## src/hdl/isoirq_pkg.sv

```systemverilog
package isoirq_pkg;
    // byte offsets on the register bus
    localparam logic [7:0] ISOIRQ_TX_MASK_SET_OFS = 8'h98;
    localparam logic [7:0] ISOIRQ_TX_MASK_CLR_OFS = 8'h9c;
    localparam logic [7:0] ISOIRQ_RX_EVENT_SET_OFS = 8'ha0;
    localparam logic [7:0] ISOIRQ_RX_EVENT_CLR_OFS = 8'ha4;
    localparam logic [7:0] ISOIRQ_RX_MASK_SET_OFS = 8'ha8;
    localparam logic [7:0] ISOIRQ_RX_MASK_CLR_OFS = 8'hac;
    localparam logic [7:0] ISOIRQ_INIT_BW_OFS = 8'hb0;
    localparam logic [7:0] ISOIRQ_TX_EVENT_OFS = 8'hc0;
    localparam logic [7:0] ISOIRQ_CTRL_OFS = 8'hc4;
    // field widths and reset values
    localparam int ISOIRQ_TX_CTX = 8;
    localparam int ISOIRQ_RX_CTX = 4;
    localparam int ISOIRQ_BW_W = 13;
    localparam logic [7:0] ISOIRQ_TX_MASK_RST = 8'h00;
    localparam logic [3:0] ISOIRQ_RX_MASK_RST = 4'h0;
    localparam logic [3:0] ISOIRQ_RX_EVENT_RST = 4'h0;
    localparam logic [7:0] ISOIRQ_TX_EVENT_RST = 8'h00;
    localparam logic [12:0] ISOIRQ_BW_RST = 13'h1333;
    // control register bit positions
    localparam int ISOIRQ_CTRL_SOFT_RST_BIT = 0;
    localparam int ISOIRQ_CTRL_TX_SUM_MASK_BIT = 1;
    localparam int ISOIRQ_CTRL_RX_SUM_MASK_BIT = 2;
    // htrans codes
    localparam logic [1:0] ISOIRQ_HTRANS_NONSEQ = 2'b10;
    localparam logic [1:0] ISOIRQ_HTRANS_SEQ = 2'b11;
endpackage

```

## src/hdl/isoirq_regs.sv

```systemverilog
`timescale 1ns/1ps
`default_nettype none
// What this block does
// - tx mask bits set via 98h, cleared via 9Ch, gate tx contexts to summary
// - reads at either tx mask address return the tx mask
// - tx mask bit position matches its tx event bit
// - rx event raised when a context's input descriptor completes with irq
// - rx event set on rising edge of context irq or set-address write of 1
// - rx event cleared only by writing 1 at the clear address, or by hardware reset or soft reset
// - rx event bits 3..0 name the context behind summary receive event
// - rx event bits 31..4 read as zero
// - rx mask set/clear addresses, resets to all zeros
// - rx mask reads at both addresses; bit aligns with event bit
// - bandwidth field resets to 1333h, survives 1394 bus reset
// - bandwidth field copied to bandwidth CSR on each external reset source and on soft reset
// - bandwidth bits 31..13 read zero, writes ignored
// - tx event bits 7..0 name the context behind summary transmit event
// - summary receive irq only when summary mask and summary event both 1
module isoirq_regs
    import isoirq_pkg::*;
(
    // clock and reset
    input wire logic mclk,
    input wire logic rst,
    // ahb-lite slave
    input wire logic hsel,
    input wire logic [31:0] haddr,
    input wire logic [1:0] htrans,
    input wire logic hwrite,
    input wire logic [2:0] hsize,
    input wire logic [31:0] hwdata,
    input wire logic hready,
    output logic hreadyout,
    output logic hresp,
    output logic [31:0] hrdata,
    // context interrupt lines, level from the dma engines
    input wire logic [ISOIRQ_TX_CTX-1:0] tx_ctx_irq,
    input wire logic [ISOIRQ_RX_CTX-1:0] rx_ctx_irq,
    // reset sources
    input wire logic global_reset_input,
    input wire logic pcie_fund_reset,
    input wire logic phy_side_reset_input,
    input wire logic bus_reset,
    // bus-management csr load
    output logic [ISOIRQ_BW_W-1:0] bw_csr_value,
    output logic bw_csr_load,
    // summary events and interrupt
    output logic iso_transmit_summary_event,
    output logic iso_receive_summary_event,
    output logic irq
);

    logic [ISOIRQ_TX_CTX-1:0] tx_mask_reg;
    logic [ISOIRQ_TX_CTX-1:0] tx_event_reg;
    logic [ISOIRQ_RX_CTX-1:0] rx_mask_reg;
    logic [ISOIRQ_RX_CTX-1:0] rx_event_reg;
    logic [ISOIRQ_TX_CTX-1:0] tx_irq_d_reg;
    logic [ISOIRQ_RX_CTX-1:0] rx_irq_d_reg;
    logic [ISOIRQ_BW_W-1:0] bw_reg;
    logic tx_sum_mask_reg;
    logic rx_sum_mask_reg;
    logic soft_rst_reg;
    // soft reset delayed past the field's own reinit
    logic soft_load_reg;
    logic [7:0] dp_addr_reg;
    logic dp_write_reg;
    logic dp_read_reg;
    logic [31:0] rdata_next;
    logic addr_ok;
    logic take;
    logic [7:0] waddr;
    logic wr_en;
    logic init_rst;

    function automatic logic is_wr(input logic [7:0] a,
                                   input logic [7:0] ofs,
                                   input logic en);
        is_wr = en && (a == ofs);
    endfunction

    // single-cycle slave, always OKAY
    assign hreadyout = 1'b1;
    assign hresp = 1'b0;

    assign addr_ok = (haddr[31:8] == 24'h000000) && (haddr[1:0] == 2'b00);
    assign take = hsel && hready
        && (htrans == ISOIRQ_HTRANS_NONSEQ || htrans == ISOIRQ_HTRANS_SEQ);

    always_ff @(posedge mclk) begin
        if (rst) begin
            dp_addr_reg <= 8'h00;
            dp_write_reg <= 1'b0;
            dp_read_reg <= 1'b0;
        end else begin
            dp_addr_reg <= haddr[7:0];
            dp_write_reg <= take && hwrite && addr_ok;
            dp_read_reg <= take && !hwrite;
        end
    end

    assign waddr = dp_addr_reg;
    assign wr_en = dp_write_reg;
    // hardware or software reset restores the initial values
    assign init_rst = rst || soft_rst_reg;

    // edge detect context lines
    always_ff @(posedge mclk) begin
        if (rst) begin
            tx_irq_d_reg <= '0;
            rx_irq_d_reg <= '0;
        end else begin
            tx_irq_d_reg <= tx_ctx_irq;
            rx_irq_d_reg <= rx_ctx_irq;
        end
    end

    // tx mask
    always_ff @(posedge mclk) begin
        if (init_rst) begin
            tx_mask_reg <= ISOIRQ_TX_MASK_RST;
        end else if (is_wr(waddr, ISOIRQ_TX_MASK_SET_OFS, wr_en)) begin
            tx_mask_reg <= tx_mask_reg | hwdata[ISOIRQ_TX_CTX-1:0];
        end else if (is_wr(waddr, ISOIRQ_TX_MASK_CLR_OFS, wr_en)) begin
            tx_mask_reg <= tx_mask_reg & ~hwdata[ISOIRQ_TX_CTX-1:0];
        end
    end

    // tx event: edge sets, set wins over clear
    always_ff @(posedge mclk) begin
        if (init_rst) begin
            tx_event_reg <= ISOIRQ_TX_EVENT_RST;
        end else if (is_wr(waddr, ISOIRQ_TX_EVENT_OFS, wr_en)) begin
            tx_event_reg <= (tx_event_reg & ~hwdata[ISOIRQ_TX_CTX-1:0])
                | (tx_ctx_irq & ~tx_irq_d_reg);
        end else begin
            tx_event_reg <= tx_event_reg | (tx_ctx_irq & ~tx_irq_d_reg);
        end
    end

    // rx event
    always_ff @(posedge mclk) begin
        if (init_rst) begin
            rx_event_reg <= ISOIRQ_RX_EVENT_RST;
        end else if (is_wr(waddr, ISOIRQ_RX_EVENT_SET_OFS, wr_en)) begin
            rx_event_reg <= rx_event_reg | hwdata[ISOIRQ_RX_CTX-1:0]
                | (rx_ctx_irq & ~rx_irq_d_reg);
        end else if (is_wr(waddr, ISOIRQ_RX_EVENT_CLR_OFS, wr_en)) begin
            // a fresh edge in the clear cycle survives
            rx_event_reg <= (rx_event_reg & ~hwdata[ISOIRQ_RX_CTX-1:0])
                | (rx_ctx_irq & ~rx_irq_d_reg);
        end else begin
            rx_event_reg <= rx_event_reg | (rx_ctx_irq & ~rx_irq_d_reg);
        end
    end

    // rx mask
    always_ff @(posedge mclk) begin
        if (init_rst) begin
            rx_mask_reg <= ISOIRQ_RX_MASK_RST;
        end else if (is_wr(waddr, ISOIRQ_RX_MASK_SET_OFS, wr_en)) begin
            rx_mask_reg <= rx_mask_reg | hwdata[ISOIRQ_RX_CTX-1:0];
        end else if (is_wr(waddr, ISOIRQ_RX_MASK_CLR_OFS, wr_en)) begin
            rx_mask_reg <= rx_mask_reg & ~hwdata[ISOIRQ_RX_CTX-1:0];
        end
    end

    // bandwidth seed, untouched by bus reset
    always_ff @(posedge mclk) begin
        if (init_rst) begin
            bw_reg <= ISOIRQ_BW_RST;
        end else if (is_wr(waddr, ISOIRQ_INIT_BW_OFS, wr_en)) begin
            bw_reg <= hwdata[ISOIRQ_BW_W-1:0];
        end
    end

    // soft reset loads one cycle late so the csr gets the reset seed,
    // not the value that the reinit is just throwing away
    always_ff @(posedge mclk) begin
        if (rst) begin
            soft_load_reg <= 1'b0;
        end else begin
            soft_load_reg <= soft_rst_reg;
        end
    end

    // load pulse one cycle after any external reset source, two cycles after a soft reset
    always_ff @(posedge mclk) begin
        if (rst) begin
            bw_csr_load <= 1'b0;
            bw_csr_value <= ISOIRQ_BW_RST;
        end else begin
            bw_csr_load <= soft_load_reg || global_reset_input
                || pcie_fund_reset || phy_side_reset_input
                || bus_reset;
            bw_csr_value <= bw_reg;
        end
    end

    // control: soft reset self-clears, summary masks
    always_ff @(posedge mclk) begin
        if (rst) begin
            soft_rst_reg <= 1'b0;
            tx_sum_mask_reg <= 1'b0;
            rx_sum_mask_reg <= 1'b0;
        end else if (is_wr(waddr, ISOIRQ_CTRL_OFS, wr_en)) begin
            soft_rst_reg <= hwdata[ISOIRQ_CTRL_SOFT_RST_BIT];
            tx_sum_mask_reg <= hwdata[ISOIRQ_CTRL_TX_SUM_MASK_BIT];
            rx_sum_mask_reg <= hwdata[ISOIRQ_CTRL_RX_SUM_MASK_BIT];
        end else begin
            soft_rst_reg <= 1'b0;
        end
    end

    // summary events: any enabled context event
    assign iso_transmit_summary_event = |(tx_event_reg & tx_mask_reg);
    assign iso_receive_summary_event = |(rx_event_reg & rx_mask_reg);
    // summary irq needs both mask and event
    assign irq = (iso_receive_summary_event && rx_sum_mask_reg)
        || (iso_transmit_summary_event && tx_sum_mask_reg);

    // read mux, registered at data phase start
    always_comb begin
        rdata_next = 32'h00000000;
        case (haddr[7:0])
            ISOIRQ_TX_MASK_SET_OFS, ISOIRQ_TX_MASK_CLR_OFS: begin
                rdata_next[ISOIRQ_TX_CTX-1:0] = tx_mask_reg;
            end
            ISOIRQ_RX_EVENT_SET_OFS: begin
                rdata_next[ISOIRQ_RX_CTX-1:0] = rx_event_reg;
            end
            ISOIRQ_RX_EVENT_CLR_OFS: begin
                rdata_next[ISOIRQ_RX_CTX-1:0] = rx_event_reg & rx_mask_reg;
            end
            ISOIRQ_RX_MASK_SET_OFS, ISOIRQ_RX_MASK_CLR_OFS: begin
                rdata_next[ISOIRQ_RX_CTX-1:0] = rx_mask_reg;
            end
            ISOIRQ_INIT_BW_OFS: begin
                rdata_next[ISOIRQ_BW_W-1:0] = bw_reg;
            end
            ISOIRQ_TX_EVENT_OFS: begin
                rdata_next[ISOIRQ_TX_CTX-1:0] = tx_event_reg;
            end
            ISOIRQ_CTRL_OFS: begin
                rdata_next[ISOIRQ_CTRL_TX_SUM_MASK_BIT] = tx_sum_mask_reg;
                rdata_next[ISOIRQ_CTRL_RX_SUM_MASK_BIT] = rx_sum_mask_reg;
            end
            default: begin
                rdata_next = 32'h00000000;
            end
        endcase
        if (!addr_ok) begin
            rdata_next = 32'h00000000;
        end
    end

    always_ff @(posedge mclk) begin
        if (rst) begin
            hrdata <= 32'h00000000;
        end else if (take && !hwrite) begin
            hrdata <= rdata_next;
        end
    end

endmodule
`default_nettype wire

```

## config.mk

```make
export PLATFORM = sky130hd
export DESIGN_NAME = isoirq_regs
export DESIGN_NICKNAME = d
export VERILOG_FILES = /design/src/hdl/isoirq_pkg.sv /design/src/hdl/isoirq_regs.sv
export SDC_FILE = /design/constraint.sdc
export NUM_CORES = 1
export LEC_CHECK = 0
export BUFFER_PORTS_ARGS = -buffer_cell sky130_fd_sc_hd__buf_2
export CAP_MARGIN = 20
export CELL_PAD_IN_SITES_DETAIL_PLACEMENT = 2
export CELL_PAD_IN_SITES_GLOBAL_PLACEMENT = 2
export CORE_UTILIZATION = 26
export CTS_BUF_LIST = sky130_fd_sc_hd__clkbuf_4
export DETAILED_ROUTE_END_ITERATION = 16
export PLACE_DENSITY_LB_ADDON = 0.1
export SETUP_SLACK_MARGIN = 0.05
export SYNTH_ARGS = -nofsm -noshare
export SYNTH_HDL_FRONTEND = slang
export SYNTH_SLANG_ARGS = --single-unit
```

## constraint.sdc

```tcl
create_clock -name mclk -period 1.76 [get_ports mclk]
set_input_delay 0.264 -clock mclk [delete_from_list [all_inputs] [get_ports mclk]]
set_output_delay 0.264 -clock mclk [all_outputs]
set_load 0.005 [all_outputs]
```

# After elaboration in Yosys (flattened, before gate mapping)
# Cells that the tools add are included.
dict set report totals {
  regBits 108
  latch_bits 0
  ram_bits 0
  romBits 0
  n_memories 0
}
dict set report op_classes {
  n_addsub 0
  n_mul 0
  n_div 0
  n_lt_le_gt_ge 0
  n_eq_ne 20
  n_shift 0
  muxes 13
  n_bitwise 21
  n_reduce_logical 34
}
# cell count
set op_table {}
lappend op_table {{$eq 8x8->1 const B} 18}
lappend op_table {{$and 8x8->8} 4}
lappend op_table {{$logic_not 24->1} 1}
lappend op_table {{$mux 8} 3}
lappend op_table {{$or 8x8->8} 3}
lappend op_table {{$or 4x4->4} 5}
lappend op_table {{$logic_and 1x1->1} 17}
lappend op_table {{$and 4x4->4} 4}
lappend op_table {{$mux 4} 4}
lappend op_table {{$not 8->8} 2}
lappend op_table {{$pmux 2 s7} 1}
lappend op_table {{$mux 13} 1}
lappend op_table {{$pmux 1 s6} 2}
lappend op_table {{$pmux 4 s3} 1}
lappend op_table {{$not 4->4} 2}
lappend op_table {{$reduce_or 8->1} 1}
lappend op_table {{$logic_or 1x1->1} 7}
lappend op_table {{$reduce_or 2->1} 3}
lappend op_table {{$mux 5} 1}
lappend op_table {{$eq 2x2->1 const B} 2}
lappend op_table {{$reduce_bool 2->1} 2}
lappend op_table {{$reduce_or 4->1} 1}
lappend op_table {{$logic_not 2->1} 1}
lappend op_table {{$logic_not 1->1} 1}
lappend op_table {{$not 1->1} 1}

# Depth between registers and ports, before layout
# Gate-level depths: netlist of the first run.
dict set report depth {
  depth_word 5
  ltp_mapped 7
  depth_no_buf 5
}

# Least setup slack after synthesis of the first run
# No wires, ideal clock.
dict set report synth_path {
  path_kind {in2reg}
  start {input port haddr[3]}
  end {register hrdata[3]}
  arrival_ps 1589
  t_required_ps 1693
  path_slack_ps 104
  stages 7
  path_buffers 2
  path_cell_list {buf_6 or3_4 buf_6 nor4b_4 a22oi_1 and3_1 o21ai_2}
}
dict set report synth_via {
  elab_chain_cells 4
  elab_cells_between_ends 12
  cone_classes {eq/ne: 8; mux: 2; reduce/logical: 2}
}
# item line
set synth_rtl {}
lappend synth_rtl {{start, declared} isoirq_regs.sv:27} ;# input wire logic [31:0] haddr,
lappend synth_rtl {{$eq 8x8->1} isoirq_regs.sv:224} ;# case (haddr[7:0])
lappend synth_rtl {{$reduce_or 2->1} isoirq_regs.sv:224}
lappend synth_rtl {{$pmux 1 s6 *} isoirq_regs.sv:224}
lappend synth_rtl {{$mux 13 *} isoirq_regs.sv:251} ;# if (!addr_ok) begin
lappend synth_rtl {{end signal, assigned} isoirq_regs.sv:260} ;# hrdata <= rdata_next;
lappend synth_rtl {{end, declared} isoirq_regs.sv:35} ;# output logic [31:0] hrdata,
# Every way passes the cells marked *; elsewhere a longest branch is shown, timed or not.
# A chain may end at the register's enable or synchronous reset.

# Worst setup path in the final report of the first run
dict set report layout_path {
  start {register tx_event_reg[5]}
  end {output port irq}
}
dict set report layout_via {
  elab_chain_cells 4
}
# item line
set layout_rtl {}
lappend layout_rtl {{start, declared} isoirq_regs.sv:54} ;# logic [ISOIRQ_TX_CTX-1:0] tx_event_reg;
lappend layout_rtl {{start signal, assigned} isoirq_regs.sv:133} ;# tx_event_reg <= (tx_event_reg & ~hwdata[ISOIRQ_TX_CTX-1:0])
lappend layout_rtl {{start signal, assigned} isoirq_regs.sv:136} ;# tx_event_reg <= tx_event_reg | (tx_ctx_irq & ~tx_irq_d_reg);
lappend layout_rtl {{$and 8x8->8} isoirq_regs.sv:215} ;# assign iso_transmit_summary_event = |(tx_event_reg & tx_mask_reg);
lappend layout_rtl {{$reduce_or 8->1} isoirq_regs.sv:215}
lappend layout_rtl {{$logic_and 1x1->1} isoirq_regs.sv:219} ;# || (iso_transmit_summary_event && tx_sum_mask_reg);
lappend layout_rtl {{$logic_or 1x1->1} isoirq_regs.sv:219}
lappend layout_rtl {{end, declared} isoirq_regs.sv:50} ;# output logic irq
# Every way passes these cells.

==> flow_summary.json, run 1 <==
{
  "skew_ps": 15.4,
  "rsz0062_at_grt": "true",
  "report.final.slew_viol_count": 0,
  "status": "finished with violations",
  "synth_enable_flop_cells": 0,
  "fin_crit_sh": 1.06,
  "ys_warn_count": 0,
  "hold_class": "in2reg",
  "drv_cap": 0,
  "cp-end-kind": "primary output",
  "grt_start_max_net_pins": 31,
  "drt-pass1-iter-count": 4,
  "layout_min_cycle_time_ps": 1860,
  "top_layer": "met4",
  "ir_drop_uv": 339,
  "met3_length_microns": 604,
  "start_util": 0.266,
  "slew_headroom": 0.573,
  "final_layout_size_suffix_gt1_frac": 0.327,
  "syn_avg_cell_area_sq_um": 9.23,
  "setup_viol": 1,
  "ys.flop_type": "dfxtp_1",
  "ff_latch_area_sq_mm": 0.00180,
  "die_w_microns": 121,
  "io_pins": 141,
  "drt-total-wl_microns": 12000,
  "worst-setup-path-type": "reg2out",
  "final_core_util": 0.353,
  "fillCellCount": 1568,
  "ys_seq_elements": 89,
  "p_per_area_mw_per_mm2": 748,
  "wl_met2_microns": 5550,
  "synthTopCellsByArea": "dfxtp_1, nor2b_1, a21oi_1",
  "drc": 0,
  "multiInputGateArea_sq_mm": 0.00171,
  "yosys.area.top_type": "dfxtp_1",
  "holdWs_ps": 30.6,
  "fin_ws_ps": -98.9,
  "worstPathRequired_ps": 1500,
  "power_leakage_nw": 2.05,
  "violations": "setup timing",
  "cts_buffers": 9,
  "ant_nets": 0,
  "grt_pass1_vias": 3496,
  "hold_viol_final": 0,
  "grt.total_usage": 0.173,
  "rows": 43,
  "h-tree-depth": 3,
  "yosysSeqAreaShare": 0.484,
  "path_clk_slew_ps": 140,
  "yosysMostFrequentCell": "dfxtp_1",
  "arrival_ps": 1590,
  "grt_pass1_wl_microns": 19000,
  "yosys-top-cells-count": "dfxtp_1, nand2_1, a21oi_1",
  "syn_inst": 399,
  "num_vias": 3400,
  "wire_per_inst_microns": 16.6,
  "synth.top_cell.area_share": 0.484,
  "dpl.hpwl_microns": 9010,
  "clock_latency_ps": 480,
  "cts_sinks": 89,
  "worstPathMaxFanout": 3,
  "tns_ps": -98.9,
  "dr.first_iter.drc_count": 155,
  "ys_types": 47,
  "synth_area_sq_mm": 0.00368,
  "n_antenna_cell": 0,
  "antenna_found_initial": 0,
  "fp.dieH_microns": 121,
  "port-buffer-count": 96,
  "max_freq_mhz": 538,
  "tightest_slew_ps": 640,
  "gp_congestion": 0.741,
  "synth_async_sr_flop_share": 0,
  "grt-ovfl-total": 0,
  "wl_met1_microns": 5700,
  "reg2reg_slack_ps": 240,
  "nNetsFinal": 630,
  "floorplan.die_area_sq_mm": 0.0146,
  "start_kind": "flop",
  "area_growth_syn_to_layout_pct": 32.5,
  "post-layout-total-power_mw": 3.65,
  "tritoncts": "done",
  "core_sq_mm": 0.0138,
  "avgViaCountPerCell": 4.69,
  "root_buffer": "clkbuf_4",
  "clockBufferDepth": 2
}
## cell usage in the layout (no fill, tap or decap), types with 3 or more instances in the layout
cell type and count:
o211ai_1 5, a22oi_2 5, and3_1 3, dfxtp_1 79, inv_1 9, a32oi_1 4
a22o_1 10, buf_2 95, nor4_1 8, nor2b_1 30, dlygate4sd3_1 22, conb_1 21
nand2_1 41, a22oi_1 10, dfxtp_2 9, buf_4 32, nand3_1 8, o21ai_0 14
nor3_1 4, clkbuf_4 9, a311oi_1 12, or2_2 9, nand3b_1 3, a21oi_1 35
nor2_1 13, nand4_1 5, nand2b_1 9
## area by class of cell
cell class                      count  share of cell area
Sequential cell                    89               0.368
Multi-Input combinational cell    279               0.350
Timing Repair Buffer              152               0.201
Tap cell                          180              0.0462
Clock inverter                      7              0.0141
Clock buffer                        9              0.0138
Inverter                            9             0.00692
## report_power, final
part	internal [mW]	switching, mW
sequential	2.06	0.0404
combinational	0.172	0.178
clock	0.434	0.760
total	2.67	0.978
## routing by layer
layer,track usage,vias to the layer above
li1,-,1666
met1,0.226,1620
met2,0.280,99
met3,0.0348,15
met4,0.0648,0
met5,0,-
## critical path, stage by stage (launching register included)
cell and delay [ps]:
dfxtp_2 370, a22oi_2 180, nand4_1 180, a22o_1 260, buf_2 130
## kinds of logic after synthesis
| group | Yosys count | share of synthesized area |
|---|---|---|
| AND/OR/NAND/NOR | 149 | 0.230 |
| other | 2 | 0.00204 |
| buffers and inverters | 50 | 0.0802 |
| AO/OA/AOI/OAI | 107 | 0.199 |
| flip-flops | 89 | 0.484 |
| multiplexers | 2 | 0.00544 |
## path summary, 6_finish.rpt
check,startpoint,to,depth (start not counted)
setup / recovery,tx_event_reg[5],irq,4
hold / removal,phy_side_reset_input,bw_csr_load,3
setup reg to reg,dp_addr_reg[1],bw_reg[6],6
hold reg to reg,hrdata[3],hrdata[3],2
## stage by stage
stage / worst slack [ps] / std cells / instance area [sq um]
after floorplan: 104 / 418 / 3750
after global placement: 8.02 / 680 / 4410
after detailed placement: -62.8 / 680 / 4410
after CTS: -147 / 725 / 4860
after global routing: -168 / 725 / 4880
final: -98.9 / 725 / 4880
## repair_timing
action,in CTS,in global routing
setup endpoints to repair,3,13
endpoints found under the hold margin,24,0
hold buffers,22,0
buffers inserted,7,0
resized for setup,15,4
pin swaps,5,1
No activity file was read; power rests on OpenSTA's default activity.
==> run 2, diff against run 1 <==
- SKIP_CTS_REPAIR_TIMING: not set -> 1
==> flow_summary.json, run 2 (synthesis gave the netlist of run 1 again) <==
{
  "slew_headroom": 0.572,
  "max_freq_mhz": 540,
  "grt_pass1_vias": 3338,
  "drt-total-wl_microns": 11900,
  "io_pins": 141,
  "wire_per_inst_microns": 16.6,
  "gp_congestion": 0.741,
  "final_core_util": 0.347,
  "start_kind": "flop",
  "grt_start_max_net_pins": 31,
  "setup_viol": 1,
  "start_util": 0.266,
  "grt_pass1_wl_microns": 18300,
  "drc": 0,
  "r2r-start": "dp_addr_reg[1]",
  "status": "finished with violations",
  "fin_cells": 717,
  "final_common_cell": "buf_2",
  "arrival_ps": 1590,
  "dpl.hpwl_microns": 9010,
  "clock_latency_ps": 480,
  "fin_crit_sh": 1.05,
  "die_w_microns": 121,
  "cts_sinks": 89,
  "cts_buffers": 9,
  "tightest_slew_ps": 643,
  "grt.total_usage": 0.167,
  "ant_nets": 0,
  "path_clk_slew_ps": 130,
  "drt-pass1-iter-count": 4,
  "dp_slack_ps": -62.8,
  "cp-startpoint": "tx_event_reg[5]",
  "nNetsFinal": 622,
  "num_vias": 3380,
  "fillCellCount": 1569,
  "worst-setup-path-type": "reg2out",
  "hold_start": "rx_ctx_irq[2]",
  "dr.first_iter.drc_count": 123,
  "violations": "setup timing",
  "n_antenna_cell": 0,
  "rsz0062_at_grt": "true",
  "worstPathMaxFanout": 3,
  "clockBufferDepth": 2,
  "holdWs_ps": 20.0,
  "post-layout-total-power_mw": 3.63,
  "port-buffer-count": 96,
  "dp_cells": 680,
  "avgViaCountPerCell": 4.71,
  "final_layout_size_suffix_gt1_frac": 0.324,
  "hold_class": "in2reg",
  "fp.dieH_microns": 121,
  "antenna_found_initial": 0,
  "floorplan.die_area_sq_mm": 0.0146,
  "final_area_sq_mm": 0.00480,
  "hold_viol_final": 0,
  "fin_ws_ps": -93.2,
  "root_buffer": "clkbuf_4",
  "placed_cell_area_sq_mm": 0.00441,
  "core_sq_mm": 0.0138,
  "power_leakage_nw": 2.02,
  "area_growth_syn_to_layout_pct": 30.5,
  "skew_ps": 15.3,
  "h-tree-depth": 3,
  "report.final.slew_viol_count": 0,
  "tritoncts": "done",
  "drv_cap": 0,
  "mostFrequentLayoutCells": "buf_2, dfxtp_1, nand2_1",
  "grt-ovfl-total": 0,
  "rows": 43,
  "ir_drop_uv": 336,
  "layout_min_cycle_time_ps": 1850,
  "p_per_area_mw_per_mm2": 757,
  "worstPathRequired_ps": 1500,
  "cp-end-kind": "primary output",
  "tns_ps": -93.2
}
## run 2: cell count changes in the layout (fill, tap and decap cells not counted)
| cell | delta |
|---|---|
| dlygate4sd3_1 | -6 |
| dfxtp_2 | -4 |
| dfxtp_1 | +3 |
| buf_4 | -2 |
| dfxtp_4 | +1 |
| nand2_1 | -1 |
| nand2_2 | +1 |
## run 2: cell type report
cell class,count,area [sq um],area share
Clock buffer,9,67.6,0.0141
Tap cell,180,225,0.0469
Clock inverter,7,68.8,0.0143
Sequential cell,89,1800,0.374
Timing Repair Buffer,144,903,0.188
Multi-Input combinational cell,279,1710,0.356
Inverter,9,33.8,0.00703
## run 2: worst max-delay path: stages, from the launching register on
cell,delay [ps]
dfxtp_1,370
a22oi_2,200
nand4_1,160
a22o_1,260
buf_2,130
## run 2: final timing paths
kind / end / slack, ps / cells after the start
max: irq / -90 / 4
min: rx_irq_d_reg[2] / 20 / 2
max reg2reg: bw_reg[6] / 230 / 6
min reg2reg: hrdata[3] / 480 / 2
## run 2: per-layer routing
| layer | vias to the layer above | part of all wire | GRT usage |
|---|---|---|---|
| li1 | 1653 | - | - |
| met1 | 1625 | 0.48 | 0.221 |
| met2 | 87 | 0.46 | 0.264 |
| met3 | 15 | 0.048 | 0.0352 |
| met4 | 0 | 0.016 | 0.0648 |
| met5 | - | 0 | 0 |
## run 2: power by group
group	leakage, nW	internal (mW)	switching, mW
logic	1.21	0.161	0.175
clock network	0.0758	0.434	0.759
registers	0.730	2.06	0.0422
==> run 3, diff against run 2 <==
==> constraint.sdc (replaced) <==
create_clock -name mclk -period 1.6 [get_ports mclk]
set_input_delay 0.24 -clock mclk [delete_from_list [all_inputs] [get_ports mclk]]
set_output_delay 0.24 -clock mclk [all_outputs]
set_load 0.01 [all_outputs]
==> flow_summary.json, run 3 (synthesis gave the netlist of run 1 again) <==
{
  "fp.dieH_microns": 121,
  "fin_ws_ps": -219,
  "post-layout-total-power_mw": 4.29,
  "worstPathMaxFanout": 2,
  "area_growth_syn_to_layout_pct": 36.1,
  "final_area_sq_mm": 0.00501,
  "start_util": 0.266,
  "skew_ps": 10.0,
  "final_common_cell": "buf_2",
  "clock_latency_ps": 450,
  "multiInputGateArea_sq_mm": 0.00175,
  "slew_headroom": 0.415,
  "cp-endpoint": "irq",
  "violations": "setup timing",
  "ant_nets": 0,
  "grt_pass1_wl_microns": 18500,
  "drc": 0,
  "rsz0062_at_grt": "true",
  "ff_latch_area_sq_mm": 0.00180,
  "start_kind": "flop",
  "num_vias": 3436,
  "io_pins": 141,
  "grt_start_max_net_pins": 31,
  "status": "finished with violations",
  "ff2ff_path_depth": 6,
  "gp_congestion": 0.790,
  "setup_viol": 2,
  "core_sq_mm": 0.0138,
  "tightest_slew_ps": 874,
  "floorplan.die_area_sq_mm": 0.0146,
  "final_layout_size_suffix_gt1_frac": 0.362,
  "wire_per_inst_microns": 16.2,
  "dr.first_iter.drc_count": 140,
  "cp-end-kind": "primary output",
  "max_freq_mhz": 550,
  "antenna_found_initial": 1,
  "hold_viol_final": 0,
  "fillCellCount": 1583,
  "grt-ovfl-total": 0,
  "placed_cell_area_sq_mm": 0.00451,
  "port-buffer-count": 96,
  "rows": 43,
  "grt_pass1_vias": 3478,
  "h-tree-depth": 3,
  "cp-startpoint": "tx_event_reg[3]",
  "drt-pass1-iter-count": 4,
  "dpl.hpwl_microns": 9000,
  "root_buffer": "clkbuf_4",
  "nNetsFinal": 633,
  "report.final.slew_viol_count": 0,
  "drv_cap": 0,
  "tritoncts": "done",
  "path_clk_slew_ps": 120,
  "final_core_util": 0.362,
  "clockBufferDepth": 2,
  "dp_cells": 690,
  "avgViaCountPerCell": 4.72,
  "arrival_ps": 1580,
  "ir_drop_uv": 443,
  "grt.total_usage": 0.166,
  "cts_buffers": 9,
  "power_leakage_nw": 2.10,
  "drt-total-wl_microns": 11800,
  "fin_cells": 728,
  "reg2reg_slack_ps": 110,
  "worst-setup-path-type": "reg2out",
  "cts_sinks": 89,
  "mostFrequentLayoutCells": "buf_2, dfxtp_1, nand2_1",
  "worstPathRequired_ps": 1360,
  "worstHoldPathCells": 2,
  "dp_slack_ps": -213,
  "r2r-start": "dp_addr_reg[6]",
  "hold_class": "in2reg",
  "layout_min_cycle_time_ps": 1820,
  "fin_crit_sh": 1.14,
  "die_w_microns": 121,
  "p_per_area_mw_per_mm2": 857
}
-- run 3: stage by stage --
stage          hold slack, ps  TNS (ps)
4_1_cts                 -49.8     -1130
6_report                 14.1      -318
5_1_grt                  2.38      -549
3_3_place_gp              451     -1560
3_5_place_dp              455     -1680
2_1_floorplan             350     -16.9
-- run 3: final cells by class --
class                           instances  area share
Inverter                                9     0.00674
Tap cell                              180      0.0449
Sequential cell                        89       0.359
Multi-Input combinational cell        279       0.350
Timing Repair Buffer                  155       0.202
Clock inverter                          5      0.0210
Clock buffer                           10      0.0150
Antenna cell                            1    0.000499
-- run 3: worst min-delay path by stage --
stage,start,end
after global placement,hrdata[0],hrdata[0]
after detailed placement,hrdata[0],hrdata[0]
after CTS,hwdata[12],bw_reg[12]
after global routing,bus_reset,bw_csr_load
after floorplan,hwdata[1],flop
final,rx_ctx_irq[2],rx_irq_d_reg[2]
-- run 3: critical path: stages, from the launching register on --
cell and delay, ps:
dfxtp_2 360, a22oi_2 200, nand4_1 170, a22o_1 270, buf_2 140
-- run 3: metal layers --
metal | track usage | routed length [microns]
met1 | 0.215 | 5470
met2 | 0.266 | 5480
met3 | 0.0508 | 737
met4 | 0.0417 | 138
met5 | 0 | 0
-- run 3: power breakdown --
group	switching, mW	total (mW)	internal [mW]	leakage (nW)
registers	0.0419	2.31	2.27	0.731
clock network	0.770	1.57	0.800	0.0887
logic	0.214	0.409	0.196	1.28
total	1.03	4.29	3.27	2.10
